`config.mk`:
```
export PLATFORM = sky130hd
export DESIGN_NAME = sadc_ctrl
export DESIGN_NICKNAME = d
export VERILOG_FILES = /design/src/sadc_pkg.sv /design/src/sadc_clk_div.sv /design/src/sadc_res_mem.sv /design/src/sadc_ctrl.sv
export SDC_FILE = /design/constraint.sdc
export NUM_CORES = 1
export LEC_CHECK = 0
export BUFFER_PORTS_ARGS = -buffer_cell sky130_fd_sc_hd__buf_2
export CAP_MARGIN = 15
export CELL_PAD_IN_SITES_DETAIL_PLACEMENT = 2
export CELL_PAD_IN_SITES_GLOBAL_PLACEMENT = 2
export CORE_ASPECT_RATIO = 2
export CORE_UTILIZATION = 38
export CTS_CLUSTER_DIAMETER = 40
export DETAILED_ROUTE_END_ITERATION = 6
export GPL_TIMING_DRIVEN = 0
export PLACE_DENSITY = 0.94
export SYNTH_ARGS = -nofsm -noshare
export SYNTH_HDL_FRONTEND = slang
export SYNTH_SLANG_ARGS = --single-unit
```
`constraint.sdc`:
```
create_clock -name aclk -period 2.7 [get_ports aclk]
set_input_delay 0.27 -clock aclk [delete_from_list [all_inputs] [get_ports aclk]]
set_output_delay 0.27 -clock aclk [all_outputs]
set_load 0.02 [all_outputs]
```
`src/sadc_pkg.sv`:
```
// constants and types shared by the converter mode controller
// assumes a single 40 MHz clock domain and a 32-bit AXI4-Lite register port
package sadc_pkg;

  // register byte offsets
  localparam logic [5:0] CTRL_OFS     = 6'h00;
  localparam logic [5:0] STAT_OFS     = 6'h04;
  localparam logic [5:0] RES_BASE_OFS = 6'h20;

  // control register fields
  localparam int SEL_LSB   = 0;
  localparam int MODE_LSB  = 3;
  localparam int START_BIT = 6;
  localparam int RES10_BIT = 7;
  localparam int VREF_BIT  = 8;
  localparam int SWP_LSB   = 9;
  localparam int CKS_LSB   = 11;
  localparam int SH_BIT    = 13;
  localparam int CTRL_W    = 14;
  localparam logic [13:0] CTRL_RST = 14'h0000;

  // status register fields
  localparam int STAT_BUSY_BIT = 0;
  localparam int STAT_CHAN_LSB = 4;

  // conversion lengths in conversion-clock cycles
  localparam logic [5:0] CYC_8_PLAIN  = 6'h31;
  localparam logic [5:0] CYC_10_PLAIN = 6'h3b;
  localparam logic [5:0] CYC_8_SH     = 6'h1c;
  localparam logic [5:0] CYC_10_SH    = 6'h21;

  // conversion clock select codes
  localparam logic [1:0] CKS_DIV1 = 2'h0;
  localparam logic [1:0] CKS_DIV2 = 2'h1;
  localparam logic [1:0] CKS_DIV4 = 2'h2;

  // bus responses
  localparam logic [1:0] RESP_OKAY   = 2'h0;
  localparam logic [1:0] RESP_SLVERR = 2'h2;

  typedef enum logic [2:0] {
    MODE_ONE  = 3'h0,
    MODE_REP  = 3'h1,
    MODE_SSW  = 3'h2,
    MODE_RSW0 = 3'h3,
    MODE_RSW1 = 3'h4
  } sadc_mode_e;

  typedef enum logic [1:0] {
    ST_IDLE = 2'h0,
    ST_CONV = 2'h1,
    ST_DONE = 2'h3
  } sadc_state_e;

endpackage

```
`src/sadc_clk_div.sv`:
```
// conversion clock tick generator
// assumes the source clock is the module clock itself
`timescale 1ns/1ps
`default_nettype none
module sadc_clk_div (
  input  wire logic       aclk,    // source clock
  input  wire logic       aresetn, // sync reset, active low
  input  wire logic [1:0] cks,     // divide select
  output logic            tick     // one conversion-clock cycle
);

  typedef struct packed {
    logic [1:0] cnt;
  } sadc_div_s;

  sadc_div_s q_r;
  sadc_div_s q_nxt;

  always_comb begin
    q_nxt     = q_r;
    q_nxt.cnt = q_r.cnt + 2'h1;
  end

  always_ff @(posedge aclk) begin
    if (!aresetn) begin
      q_r <= '0;
    end else begin
      q_r <= q_nxt;
    end
  end

  // source, half or quarter rate
  always_comb begin
    case (cks)
      sadc_pkg::CKS_DIV1: tick = 1'b1;
      sadc_pkg::CKS_DIV2: tick = q_r.cnt[0];
      sadc_pkg::CKS_DIV4: tick = &q_r.cnt;
      default:            tick = &q_r.cnt;
    endcase
  end

endmodule
`default_nettype wire

```
`src/sadc_res_mem.sv`:
```
// per-pin result store, two byte lanes, registered read
// assumes one writer (the sequencer) and one reader (the bus)
`timescale 1ns/1ps
`default_nettype none
module sadc_res_mem (
  input  wire logic       aclk,    // clock
  input  wire logic       aresetn, // sync reset, active low
  input  wire logic [1:0] we,      // lane 0 low byte, lane 1 top bits
  input  wire logic [2:0] waddr,   // pin number
  input  wire logic [9:0] wdata,   // result
  input  wire logic [2:0] raddr,   // read pin number
  output logic      [9:0] rdata    // registered read data
);

  typedef struct packed {
    logic [7:0][9:0] mem;
    logic [9:0]      rd;
  } sadc_mem_s;

  sadc_mem_s q_r;
  sadc_mem_s q_nxt;

  always_comb begin
    q_nxt    = q_r;
    q_nxt.rd = q_r.mem[raddr];
    if (we[0]) begin
      q_nxt.mem[waddr][7:0] = wdata[7:0];
    end
    if (we[1]) begin
      q_nxt.mem[waddr][9:8] = wdata[9:8];
    end
  end

  always_ff @(posedge aclk) begin
    if (!aresetn) begin
      q_r <= '0;
    end else begin
      q_r <= q_nxt;
    end
  end

  assign rdata = q_r.rd;

endmodule
`default_nettype wire

```
`src/sadc_ctrl.sv`:
```
// mode controller of an eight-input successive-approximation converter
// assumes an analog core on the same clock that presents its result
// while ana_busy is high, and an AXI4-Lite master on the register side
`timescale 1ns/1ps
`default_nettype none

//////////////////////////////////////////////////////////////////////
module sadc_ctrl (
  input  wire logic        aclk,           // 40 MHz clock
  input  wire logic        aresetn,        // sync reset, active low
  input  wire logic        s_axi_awvalid,  // write address valid
  output logic             s_axi_awready,  // write address ready
  input  wire logic [5:0]  s_axi_awaddr,   // write address
  input  wire logic        s_axi_wvalid,   // write data valid
  output logic             s_axi_wready,   // write data ready
  input  wire logic [31:0] s_axi_wdata,    // write data
  input  wire logic [3:0]  s_axi_wstrb,    // byte strobes
  output logic             s_axi_bvalid,   // write response valid
  input  wire logic        s_axi_bready,   // write response ready
  output logic      [1:0]  s_axi_bresp,    // write response
  input  wire logic        s_axi_arvalid,  // read address valid
  output logic             s_axi_arready,  // read address ready
  input  wire logic [5:0]  s_axi_araddr,   // read address
  output logic             s_axi_rvalid,   // read data valid
  input  wire logic        s_axi_rready,   // read data ready
  output logic      [31:0] s_axi_rdata,    // read data
  output logic      [1:0]  s_axi_rresp,    // read response
  input  wire logic [9:0]  ana_result,     // analog core result
  output logic      [2:0]  ana_chan,       // pin being converted
  output logic             ana_busy,       // conversion in progress
  output logic             ana_res10,      // 10-bit resolution
  output logic             ana_sh_en,      // sample-and-hold on
  output logic             vref_connect,   // ladder joined to reference
  output logic             conv_irq        // end-of-conversion pulse
);

  //////////////////////////////////////////////////////////////////////
  // state

  typedef struct packed {
    logic [13:0]          ctrl;
    sadc_pkg::sadc_state_e st;
    logic [5:0]           cyc;
    logic [2:0]           chan;
    logic [1:0]           emph;
    logic [2:0]           other;
    logic                 in_other;
    logic                 aw_ok;
    logic [5:0]           awaddr;
    logic                 w_ok;
    logic [31:0]          wdata;
    logic [3:0]           wstrb;
    logic                 bvalid;
    logic [1:0]           bresp;
    logic                 rpend;
    logic [5:0]           araddr;
    logic                 rvalid;
    logic [31:0]          rdata;
    logic [1:0]           rresp;
  } sadc_ctrl_s;

  sadc_ctrl_s q_r;
  sadc_ctrl_s q_nxt;

  logic                  tick;
  logic [9:0]            mem_rd;
  logic [1:0]            mem_we;
  logic                  irq_now;
  logic [5:0]            len;
  logic [2:0]            sel;
  logic [1:0]            swp;
  logic [2:0]            last_pin;
  logic                  res10;
  logic                  sh;
  logic                  start;
  sadc_pkg::sadc_mode_e  mode;
  logic [13:0]           wr_ctrl;
  logic                  wr_go;

  assign sel      = q_r.ctrl[sadc_pkg::SEL_LSB +: 3];
  assign swp      = q_r.ctrl[sadc_pkg::SWP_LSB +: 2];
  assign res10    = q_r.ctrl[sadc_pkg::RES10_BIT];
  assign sh       = q_r.ctrl[sadc_pkg::SH_BIT];
  assign start    = q_r.ctrl[sadc_pkg::START_BIT];
  assign mode     = sadc_pkg::sadc_mode_e'(q_r.ctrl[sadc_pkg::MODE_LSB +: 3]);
  // groups of 2, 4, 6 or 8 pins end at 1, 3, 5 or 7
  assign last_pin = {swp, 1'b1};

  //////////////////////////////////////////////////////////////////////
  // helpers

  sadc_clk_div i_sadc_clk_div (
    .aclk    (aclk),
    .aresetn (aresetn),
    .cks     (q_r.ctrl[sadc_pkg::CKS_LSB +: 2]),
    .tick    (tick)
  );

  // byte lanes follow the resolution
  // the odd lane is left alone at 8 bits, so an older top pair survives
  assign mem_we = (q_r.st == sadc_pkg::ST_DONE) ? {res10, 1'b1} : 2'h0;

  sadc_res_mem i_sadc_res_mem (
    .aclk    (aclk),
    .aresetn (aresetn),
    .we      (mem_we),
    .waddr   (q_r.chan),
    .wdata   (ana_result),
    .raddr   (s_axi_araddr[4:2]),
    .rdata   (mem_rd)
  );

  // lengths count conversion-clock ticks, not aclk cycles
  always_comb begin
    case ({sh, res10})
      2'h0:    len = sadc_pkg::CYC_8_PLAIN;
      2'h1:    len = sadc_pkg::CYC_10_PLAIN;
      2'h2:    len = sadc_pkg::CYC_8_SH;
      default: len = sadc_pkg::CYC_10_SH;
    endcase
  end

  // control word as a pending write would leave it
  always_comb begin
    wr_ctrl = q_r.ctrl;
    if (q_r.wstrb[0]) begin
      wr_ctrl[7:0] = q_r.wdata[7:0];
    end
    if (q_r.wstrb[1]) begin
      wr_ctrl[13:8] = q_r.wdata[13:8];
    end
  end

  assign wr_go = q_r.aw_ok && q_r.w_ok && !q_r.bvalid;

  // aw and w are parked for one cycle after they are taken; the write
  // lands on the next edge together with bvalid, so software sees the
  // new control word two cycles after the later of the two handshakes.
  // a stop write lands at once: the cut pin keeps its old result and
  // every pin finished earlier keeps the one it had.

  //////////////////////////////////////////////////////////////////////
  // sequencer and bus

  always_comb begin
    q_nxt   = q_r;
    irq_now = 1'b0;

    case (q_r.st)
      sadc_pkg::ST_IDLE: begin
        // pin number kept so status still shows the last one
        q_nxt.cyc = 6'h00;
      end
      sadc_pkg::ST_CONV: begin
        // first tick may lag entry by up to three cycles (free divider)
        if (tick) begin
          q_nxt.cyc = q_r.cyc + 6'h01;
          if (q_r.cyc == len - 6'h01) begin
            q_nxt.st = sadc_pkg::ST_DONE;
          end
        end
      end
      sadc_pkg::ST_DONE: begin
        // result written this cycle; choose next pin
        q_nxt.cyc = 6'h00;
        q_nxt.st  = sadc_pkg::ST_CONV;
        case (mode)
          sadc_pkg::MODE_REP: begin
            q_nxt.chan = q_r.chan;
          end
          sadc_pkg::MODE_SSW: begin
            if (q_r.chan == last_pin) begin
              q_nxt.st                          = sadc_pkg::ST_IDLE;
              q_nxt.ctrl[sadc_pkg::START_BIT]   = 1'b0;
              irq_now                           = 1'b1;
            end else begin
              q_nxt.chan = q_r.chan + 3'h1;
            end
          end
          sadc_pkg::MODE_RSW0: begin
            q_nxt.chan = (q_r.chan == last_pin) ? 3'h0 : q_r.chan + 3'h1;
          end
          sadc_pkg::MODE_RSW1: begin
            // emphasised pins 0..swp, then one of the others
            if (q_r.in_other) begin
              q_nxt.in_other = 1'b0;
              q_nxt.emph     = 2'h0;
              q_nxt.chan     = 3'h0;
              q_nxt.other    = (q_r.other == 3'h7) ? {1'b0, swp} + 3'h1 : q_r.other + 3'h1;
            end else if (q_r.emph == swp) begin
              q_nxt.in_other = 1'b1;
              q_nxt.chan     = q_r.other;
            end else begin
              q_nxt.emph = q_r.emph + 2'h1;
              q_nxt.chan = {1'b0, q_r.emph + 2'h1};
            end
          end
          default: begin
            // one-shot, also taken for unused mode codes
            q_nxt.st                        = sadc_pkg::ST_IDLE;
            q_nxt.ctrl[sadc_pkg::START_BIT] = 1'b0;
            irq_now                         = 1'b1;
          end
        endcase
      end
      default: begin
        q_nxt.st = sadc_pkg::ST_IDLE;
      end
    endcase

    // write address and data may arrive in either order
    if (s_axi_awvalid && s_axi_awready) begin
      q_nxt.aw_ok  = 1'b1;
      q_nxt.awaddr = s_axi_awaddr;
    end
    if (s_axi_wvalid && s_axi_wready) begin
      q_nxt.w_ok  = 1'b1;
      q_nxt.wdata = s_axi_wdata;
      q_nxt.wstrb = s_axi_wstrb;
    end
    if (q_r.bvalid && s_axi_bready) begin
      q_nxt.bvalid = 1'b0;
    end

    // a software write overrides a same-cycle hardware clear of start
    if (wr_go) begin
      q_nxt.aw_ok  = 1'b0;
      q_nxt.w_ok   = 1'b0;
      q_nxt.bvalid = 1'b1;
      q_nxt.bresp  = sadc_pkg::RESP_OKAY;
      if (q_r.awaddr[5:2] == sadc_pkg::CTRL_OFS[5:2]) begin
        q_nxt.ctrl = wr_ctrl;
        if (!wr_ctrl[sadc_pkg::START_BIT]) begin
          q_nxt.st = sadc_pkg::ST_IDLE;
        end else if (!start) begin
          // only the zero-to-one change starts a run
          q_nxt.st       = sadc_pkg::ST_CONV;
          q_nxt.cyc      = 6'h00;
          q_nxt.emph     = 2'h0;
          q_nxt.in_other = 1'b0;
          q_nxt.other    = {1'b0, wr_ctrl[sadc_pkg::SWP_LSB +: 2]} + 3'h1;
          // sweeps open at pin 0; every other code, the spare ones
          // included, runs as a single-pin mode on the selected input
          if (wr_ctrl[sadc_pkg::MODE_LSB +: 3] == sadc_pkg::MODE_SSW ||
              wr_ctrl[sadc_pkg::MODE_LSB +: 3] == sadc_pkg::MODE_RSW0 ||
              wr_ctrl[sadc_pkg::MODE_LSB +: 3] == sadc_pkg::MODE_RSW1) begin
            q_nxt.chan = 3'h0;
          end else begin
            q_nxt.chan = wr_ctrl[sadc_pkg::SEL_LSB +: 3];
          end
        end
      end else begin
        q_nxt.bresp = sadc_pkg::RESP_SLVERR;
      end
    end

    // read: result memory answers one cycle after the address is taken
    if (s_axi_arvalid && s_axi_arready) begin
      q_nxt.rpend  = 1'b1;
      q_nxt.araddr = s_axi_araddr;
    end
    // results, control and status are the only readable words; any
    // other address answers zero with an error response
    if (q_r.rpend) begin
      q_nxt.rpend  = 1'b0;
      q_nxt.rvalid = 1'b1;
      q_nxt.rresp  = sadc_pkg::RESP_OKAY;
      q_nxt.rdata  = 32'h0000_0000;
      if (q_r.araddr[5]) begin
        q_nxt.rdata[9:0] = mem_rd;
      end else if (q_r.araddr[5:2] == sadc_pkg::CTRL_OFS[5:2]) begin
        q_nxt.rdata[13:0] = q_r.ctrl;
      end else if (q_r.araddr[5:2] == sadc_pkg::STAT_OFS[5:2]) begin
        q_nxt.rdata[sadc_pkg::STAT_BUSY_BIT]     = (q_r.st != sadc_pkg::ST_IDLE);
        q_nxt.rdata[sadc_pkg::STAT_CHAN_LSB +: 3] = q_r.chan;
      end else begin
        q_nxt.rresp = sadc_pkg::RESP_SLVERR;
      end
    end
    if (q_r.rvalid && s_axi_rready) begin
      q_nxt.rvalid = 1'b0;
    end
  end

  // reset clears control, sequencer and any parked bus item
  always_ff @(posedge aclk) begin
    if (!aresetn) begin
      q_r      <= '0;
      q_r.ctrl <= sadc_pkg::CTRL_RST;
      q_r.st   <= sadc_pkg::ST_IDLE;
    end else begin
      q_r <= q_nxt;
    end
  end

  //////////////////////////////////////////////////////////////////////
  // outputs

  assign s_axi_awready = !q_r.aw_ok && !q_r.bvalid;
  assign s_axi_wready  = !q_r.w_ok && !q_r.bvalid;
  assign s_axi_bvalid  = q_r.bvalid;
  assign s_axi_bresp   = q_r.bresp;
  // one read at a time keeps the memory port free
  assign s_axi_arready = !q_r.rpend && !q_r.rvalid;
  assign s_axi_rvalid  = q_r.rvalid;
  assign s_axi_rdata   = q_r.rdata;
  assign s_axi_rresp   = q_r.rresp;

  assign ana_chan     = q_r.chan;
  assign ana_busy     = (q_r.st != sadc_pkg::ST_IDLE);
  assign ana_res10    = res10;
  assign ana_sh_en    = sh;
  // cleared bit isolates the ladder and stops its current
  assign vref_connect = q_r.ctrl[sadc_pkg::VREF_BIT];
  // decode of the done cycle, so the pulse can never stretch
  assign conv_irq     = irq_now;

endmodule
`default_nettype wire

```
Word-level counts from Yosys, hierarchy flattened:

Index checks and enable logic that the tools add are counted.

* register bits after elaboration: 174
* bits of input ports: 65
* word-level logic and storage cells: 155

* add/sub/neg operators: 8
* magnitude comparators: 3
* equal/unequal tests: 17
* mux-type cells: 60
* bitwise operators: 1
* reduce and logical (&&, ||, !) cells: 34

Operators with widths (count)
* 80-bit bitwise mux: 2
* 80-bit 2-to-1 mux: 2
* 10-bit demux with 3-bit select: 2
* 3-bit 2-to-1 mux: 11
* 10-bit binary-select mux with 3-bit select: 1
* 10-bit 2-to-1 mux: 3
* 25-bit 2-to-1 mux: 1
* 24-bit 2-to-1 mux: 1
* 7-bit 2-to-1 mux: 3
* 6-bit case mux with 3 select lines: 1
* 17-bit 2-to-1 mux: 1
* 2-bit 2-to-1 mux: 8
* 8-bit 2-to-1 mux: 2
* 15-bit 2-to-1 mux: 1
* 3-bit by 2-bit equality test with 1-bit output (second input constant): 4
* 6-bit case mux with 2 select lines: 1
* 1-bit logical AND: 11
* 1-bit 2-to-1 mux: 10
* 3-bit equality test (second input constant): 3
* 9-bit 2-to-1 mux: 1
* 3-bit case mux with 3 select lines: 1
* 4-bit zero test: 2
* 3-bit by 4-bit < comparator with 1-bit output (second input constant): 2
* 1-bit case mux with 2 select lines: 4
* other kinds (26): 45

Longest topological paths before layout:

* depth in word-level cells: 11
* mapped depth: 9
* depth with buffers taken out: 8

Cells and area by module:

A second synthesis with hierarchy kept.

* cell total of the unflattened synthesis: 903
* area total of the unflattened synthesis: 8075.2 um^2

Modules (own cells, without submodules)
* sadc_ctrl: instances 1, cells an instance 494, area an instance 4050.1 um^2
* sadc_res_mem: instances 1, cells an instance 401, area an instance 3943.8 um^2
* sadc_clk_div: instances 1, cells an instance 8, area an instance 81.3 um^2

Worst setup path before layout:

OpenSTA, ideal clock, no wires.

* kind: reg2reg
* start: register q_r, in the netlist ana_res10
* end: register q_r[105] (netlist bit)
* setup time: 0.070 ns
* arrival time: 1.869 ns
* slack: 0.761 ns
* cell stages (with the launch flop): 8
* path buffers: 1
* clock period less this slack: 1.939 ns
* cells stage by stage: dfxtp_1 clkbuf_1 inv_1 ha_1 nor3b_1 a21oi_1 or4_1 a21oi_1

* word-level cells in the longest chain between the ends: 11
* elaborated cells between the ends (all ways): 13
* those cells by class: add/sub: 1; eq/ne: 3; mux: 8; reduce/logical: 1

RTL lines
* from (decl): line sadc_ctrl.sv:62 `sadc_ctrl_s q_r;`
* from (signal assigned): line sadc_ctrl.sv:292 `q_r <= q_nxt;`
* 2-bit equality test (tied with other cells): line sadc_ctrl.sv:115 `case ({sh, res10})`
* 6-bit case mux with 3 select lines *: line sadc_ctrl.sv:115
* 6-bit by 1-bit subtractor with 6-bit output *: line sadc_ctrl.sv:158 `if (q_r.cyc == len - 6'h01) begin`
* 6-bit equality test *: line sadc_ctrl.sv:158
* 2-bit 2-to-1 mux *: line sadc_ctrl.sv:158
* 8-bit 2-to-1 mux *: line sadc_ctrl.sv:156 `if (tick) begin`
* 2-bit case mux with 3 select lines *: line sadc_ctrl.sv:149 `case (q_r.st)`
* 17-bit 2-to-1 mux: line sadc_ctrl.sv:235 `end else if (!start) begin`
* 2-bit 2-to-1 mux: line sadc_ctrl.sv:233 `if (!wr_ctrl[sadc_pkg::START_BIT]) begin`
* 24-bit 2-to-1 mux: line sadc_ctrl.sv:231 `if (q_r.awaddr[5:2] == sadc_pkg::CTRL_OFS[5:2]) begin`
* 25-bit 2-to-1 mux *: line sadc_ctrl.sv:226 `if (wr_go) begin`

Every way passes the cells marked *; elsewhere a longest branch is shown, timed or not.
A chain may end at the register's enable or synchronous reset.

Final worst setup path:

* start: register q_r, in the netlist ana_chan[1]
* end: output port conv_irq

* word-level cells in the longest chain between the ends: 4

RTL lines
* 3-bit equality test: line sadc_ctrl.sv:172 `if (q_r.chan == last_pin) begin`
* 1-bit 2-to-1 mux: line sadc_ctrl.sv:172
* 1-bit case mux with 2 select lines: line sadc_ctrl.sv:167 `case (mode)`
* 1-bit 2-to-1 mux: line sadc_ctrl.sv:149
* to (decl): line sadc_ctrl.sv:34 `output logic conv_irq`

Every way passes these cells.

==> out/metrics.yaml <==
arrival_ns: 2.27
rsz0062_at_grt: "false"
vias_per_cell: 5.66
path_clk_slew_ns: 0.07
ys_seq_elements: 168
track_usage_pct: 30.1
root_buffer: "clkbuf_16"
drv_slew: 0
grt_pass1_vias: 7925
cp_cell_sequence: "clkbuf_4, xnor2_1, nand3_2, a21oi_1, nor2_1, nor3_1, buf_2"
grt_first_pass_wirelength_um: 48400
cts_sinks: 168
drc: 0
max_freq_mhz: 394
crit_fanout: 9
placed_cell_area_mm2: 0.00871
hold_path_class: "in2reg"
critPathRequiredTime_ns: 2.43
pwr-share-seq_pct: 44.6
crit_type: "reg2out"
drt_wl_total_um: 31900
final.setup.tns_ns: 0
insertion_delay_ns: 0.45
fp.dieH_um: 207
cts_tree: "yes"
die_w_um: 105
syn_to_final_growth_pct: 16.7
cp-end-kind: "output port"
io_buffers: 58
mostFrequentLayoutCells: "dfxtp_1 (168), nand2_1 (100), mux2i_1 (93)"
postCtsSetupBuffers: 0
netlist_top_cells_area: "dfxtp_1 (42%), mux2i_1 (12%), mux4_2 (5.6%), nand2_1 (4.7%), buf_4 (4.0%)"
synthFlopType: "dfxtp_1"
switching_share_pct: 25.1
period_minus_slack_ns: 2.54
max_slew.worst_pin.slew_ns: 0.977
firstDrtPassIters: 4
dieArea_mm2: 0.0217
hold_slack_ns: 0.0872
max_cap_violations: 0
p_per_area_mw_per_mm2: 616
synth-seq-area-share_pct: 42.0
cts_hold_buf: 0
grt_overflow: 0
n_antenna_cell: 0
p_comb_share_pct: 8.6
p_leak_nw: 3.75
status: "completed"
fin_nets: 1024
synth_top_cell_by_area: "dfxtp_1"
route.detailed.wl_per_inst_um: 26.0
skew_ns: 0.00729
cpMaxStageDelayCell: "dfxtp_1"
hold_violations: 0
ys_types: 65
critPathMaxStageDelay_ns: 0.39
grt_max_degree: 17
numCtsBuffers: 17
dp.final_hpwl_um: 21000
cp-start-kind: "flip-flop"
rows: 74
grt_antenna_before_repair: 0
dr_total_vias: 6959
gp_congestion: 0.841
p_clk_share_pct: 46.8
netlist.area_leader.share_pct: 42.0
start_util_pct: 39.0
post-route-util_pct: 45.5
async_flop_share_pct: 0
layout-drive-gt1-share_pct: 19.5
finalSetupViolations: 0
yosys_warnings: 0
final_common_cell: "dfxtp_1"
switchingPower_mw: 1.45
avgSynthCellArea_um2: 9.38
reg2reg_slack_ns: 0.35
slew_headroom_pct: 33.9
h-tree-depth: 4
io_pins: 114
fin_crit_sh_pct: 93.9
synth_edf_count: 0
power.internal_mw: 4.31
clk_path_buf_depth: 2
initialDrtViolationCount: 307
ant_nets: 0
synth.cell_area_mm2: 0.00801
vdd_ir_drop_max_uv: 284
synthCells: 854
core-area_mm2: 0.0206
post-route-cell-area_mm2: 0.00936
==> flip-flops by register name, indices dropped and copies added, names as in the netlist <==
name	count
s_axi_rdata	14
ana_res10	1
i_sadc_clk_div.q_r	2
q_r	47
s_axi_bresp	1
last_pin	2
ana_sh_en	1
ana_chan	3
mode	3
vref_connect	1
s_axi_rresp	1
i_sadc_res_mem.rdata	10
i_sadc_res_mem.q_r	80
s_axi_bvalid	1
s_axi_rvalid	1
==> timing repair <==
action / in CTS / in global routing
setup endpoints to repair: 0 / 1
gates resized for setup: 0 / 2
hold endpoints to repair: 0 / 0
==> Yosys cell counts (all sizes together), types with 5 or more instances <==
library cell / number
nand2b: 11
xor2: 8
mux2i: 93
nor2b: 51
a22oi: 11
o21ai: 15
nor2: 80
a21oi: 21
inv: 9
nand3: 38
nand2: 103
ha: 9
nor3: 6
o211a: 9
a21boi: 35
buf: 60
dfxtp: 168
mux4: 20
clkbuf: 41
and2: 5
==> final cells by class <==
| class | instances | area (µm²) |
|---|---|---|
| fill | 2222 | 11200 |
| multi-input combinational | 594 | 4120 |
| sequential | 168 | 3360 |
| buffer | 101 | 568 |
| clock buffer | 20 | 467 |
| tap | 266 | 333 |
| timing repair buffer | 58 | 290 |
| clock inverter | 12 | 173 |
| inverter | 10 | 37.5 |
==> through the flow <==
step | total power, mW | worst slack, ns | cells
after global placement | 3.06 | 0.424 | 1197
after detailed placement | 3.09 | 0.350 | 1197
final | 5.76 | 0.164 | 1229
after global routing | 5.91 | 0.00310 | 1229
after floorplan | 2.92 | 0.761 | 873
after CTS | 5.78 | 0.0250 | 1229
==> power groups by stage <==
stage	Sequential, mW	Combinational [mW]	Clock, mW
2_1_floorplan	2.61	0.314	0
3_3_place_gp	2.62	0.448	0
3_5_place_dp	2.62	0.468	0
4_1_cts	2.57	0.494	2.72
5_1_grt	2.57	0.522	2.81
6_report	2.57	0.495	2.70
==> worst max-delay path: cells and delay by family, from the launching register on <==
kind	cells	cell delay, ns
xor+xnor	1	0.20
simple gates	3	0.55
flops	1	0.39
compound gates	1	0.22
buf+inv	2	0.46
==> routing by layer <==
metal	vias to the layer above	routed length, µm	global-route usage (%)
met5	-	0	0
met3	130	989	4.08
met4	0	2740	26.0
met1	3513	10600	27.6
met2	243	17600	56.9
li1	3073	-	-
==> kinds of logic after synthesis <==
kind of cell | share of synthesized area (%)
XOR/XNOR | 1.41
buffers and inverters | 7.53
adder cells (fa/ha/maj) | 1.41
multiplexers | 17.4
AND/OR/NAND/NOR | 20.0
flip-flops | 42.0
other | 0.0468
AO/OA/AOI/OAI | 10.2
==> path summary, 6_finish.rpt <==
check | from | to | cells after the start
worst min register to register | q_r[59] | q_r[59] | 2
worst max-delay path | ana_chan[1] | conv_irq | 7
worst max register to register | ana_res10 | q_r[105] | 7
worst min-delay path | s_axi_wdata[13] | q_r[62] | 3
No activity file was read; power rests on OpenSTA's default activity.
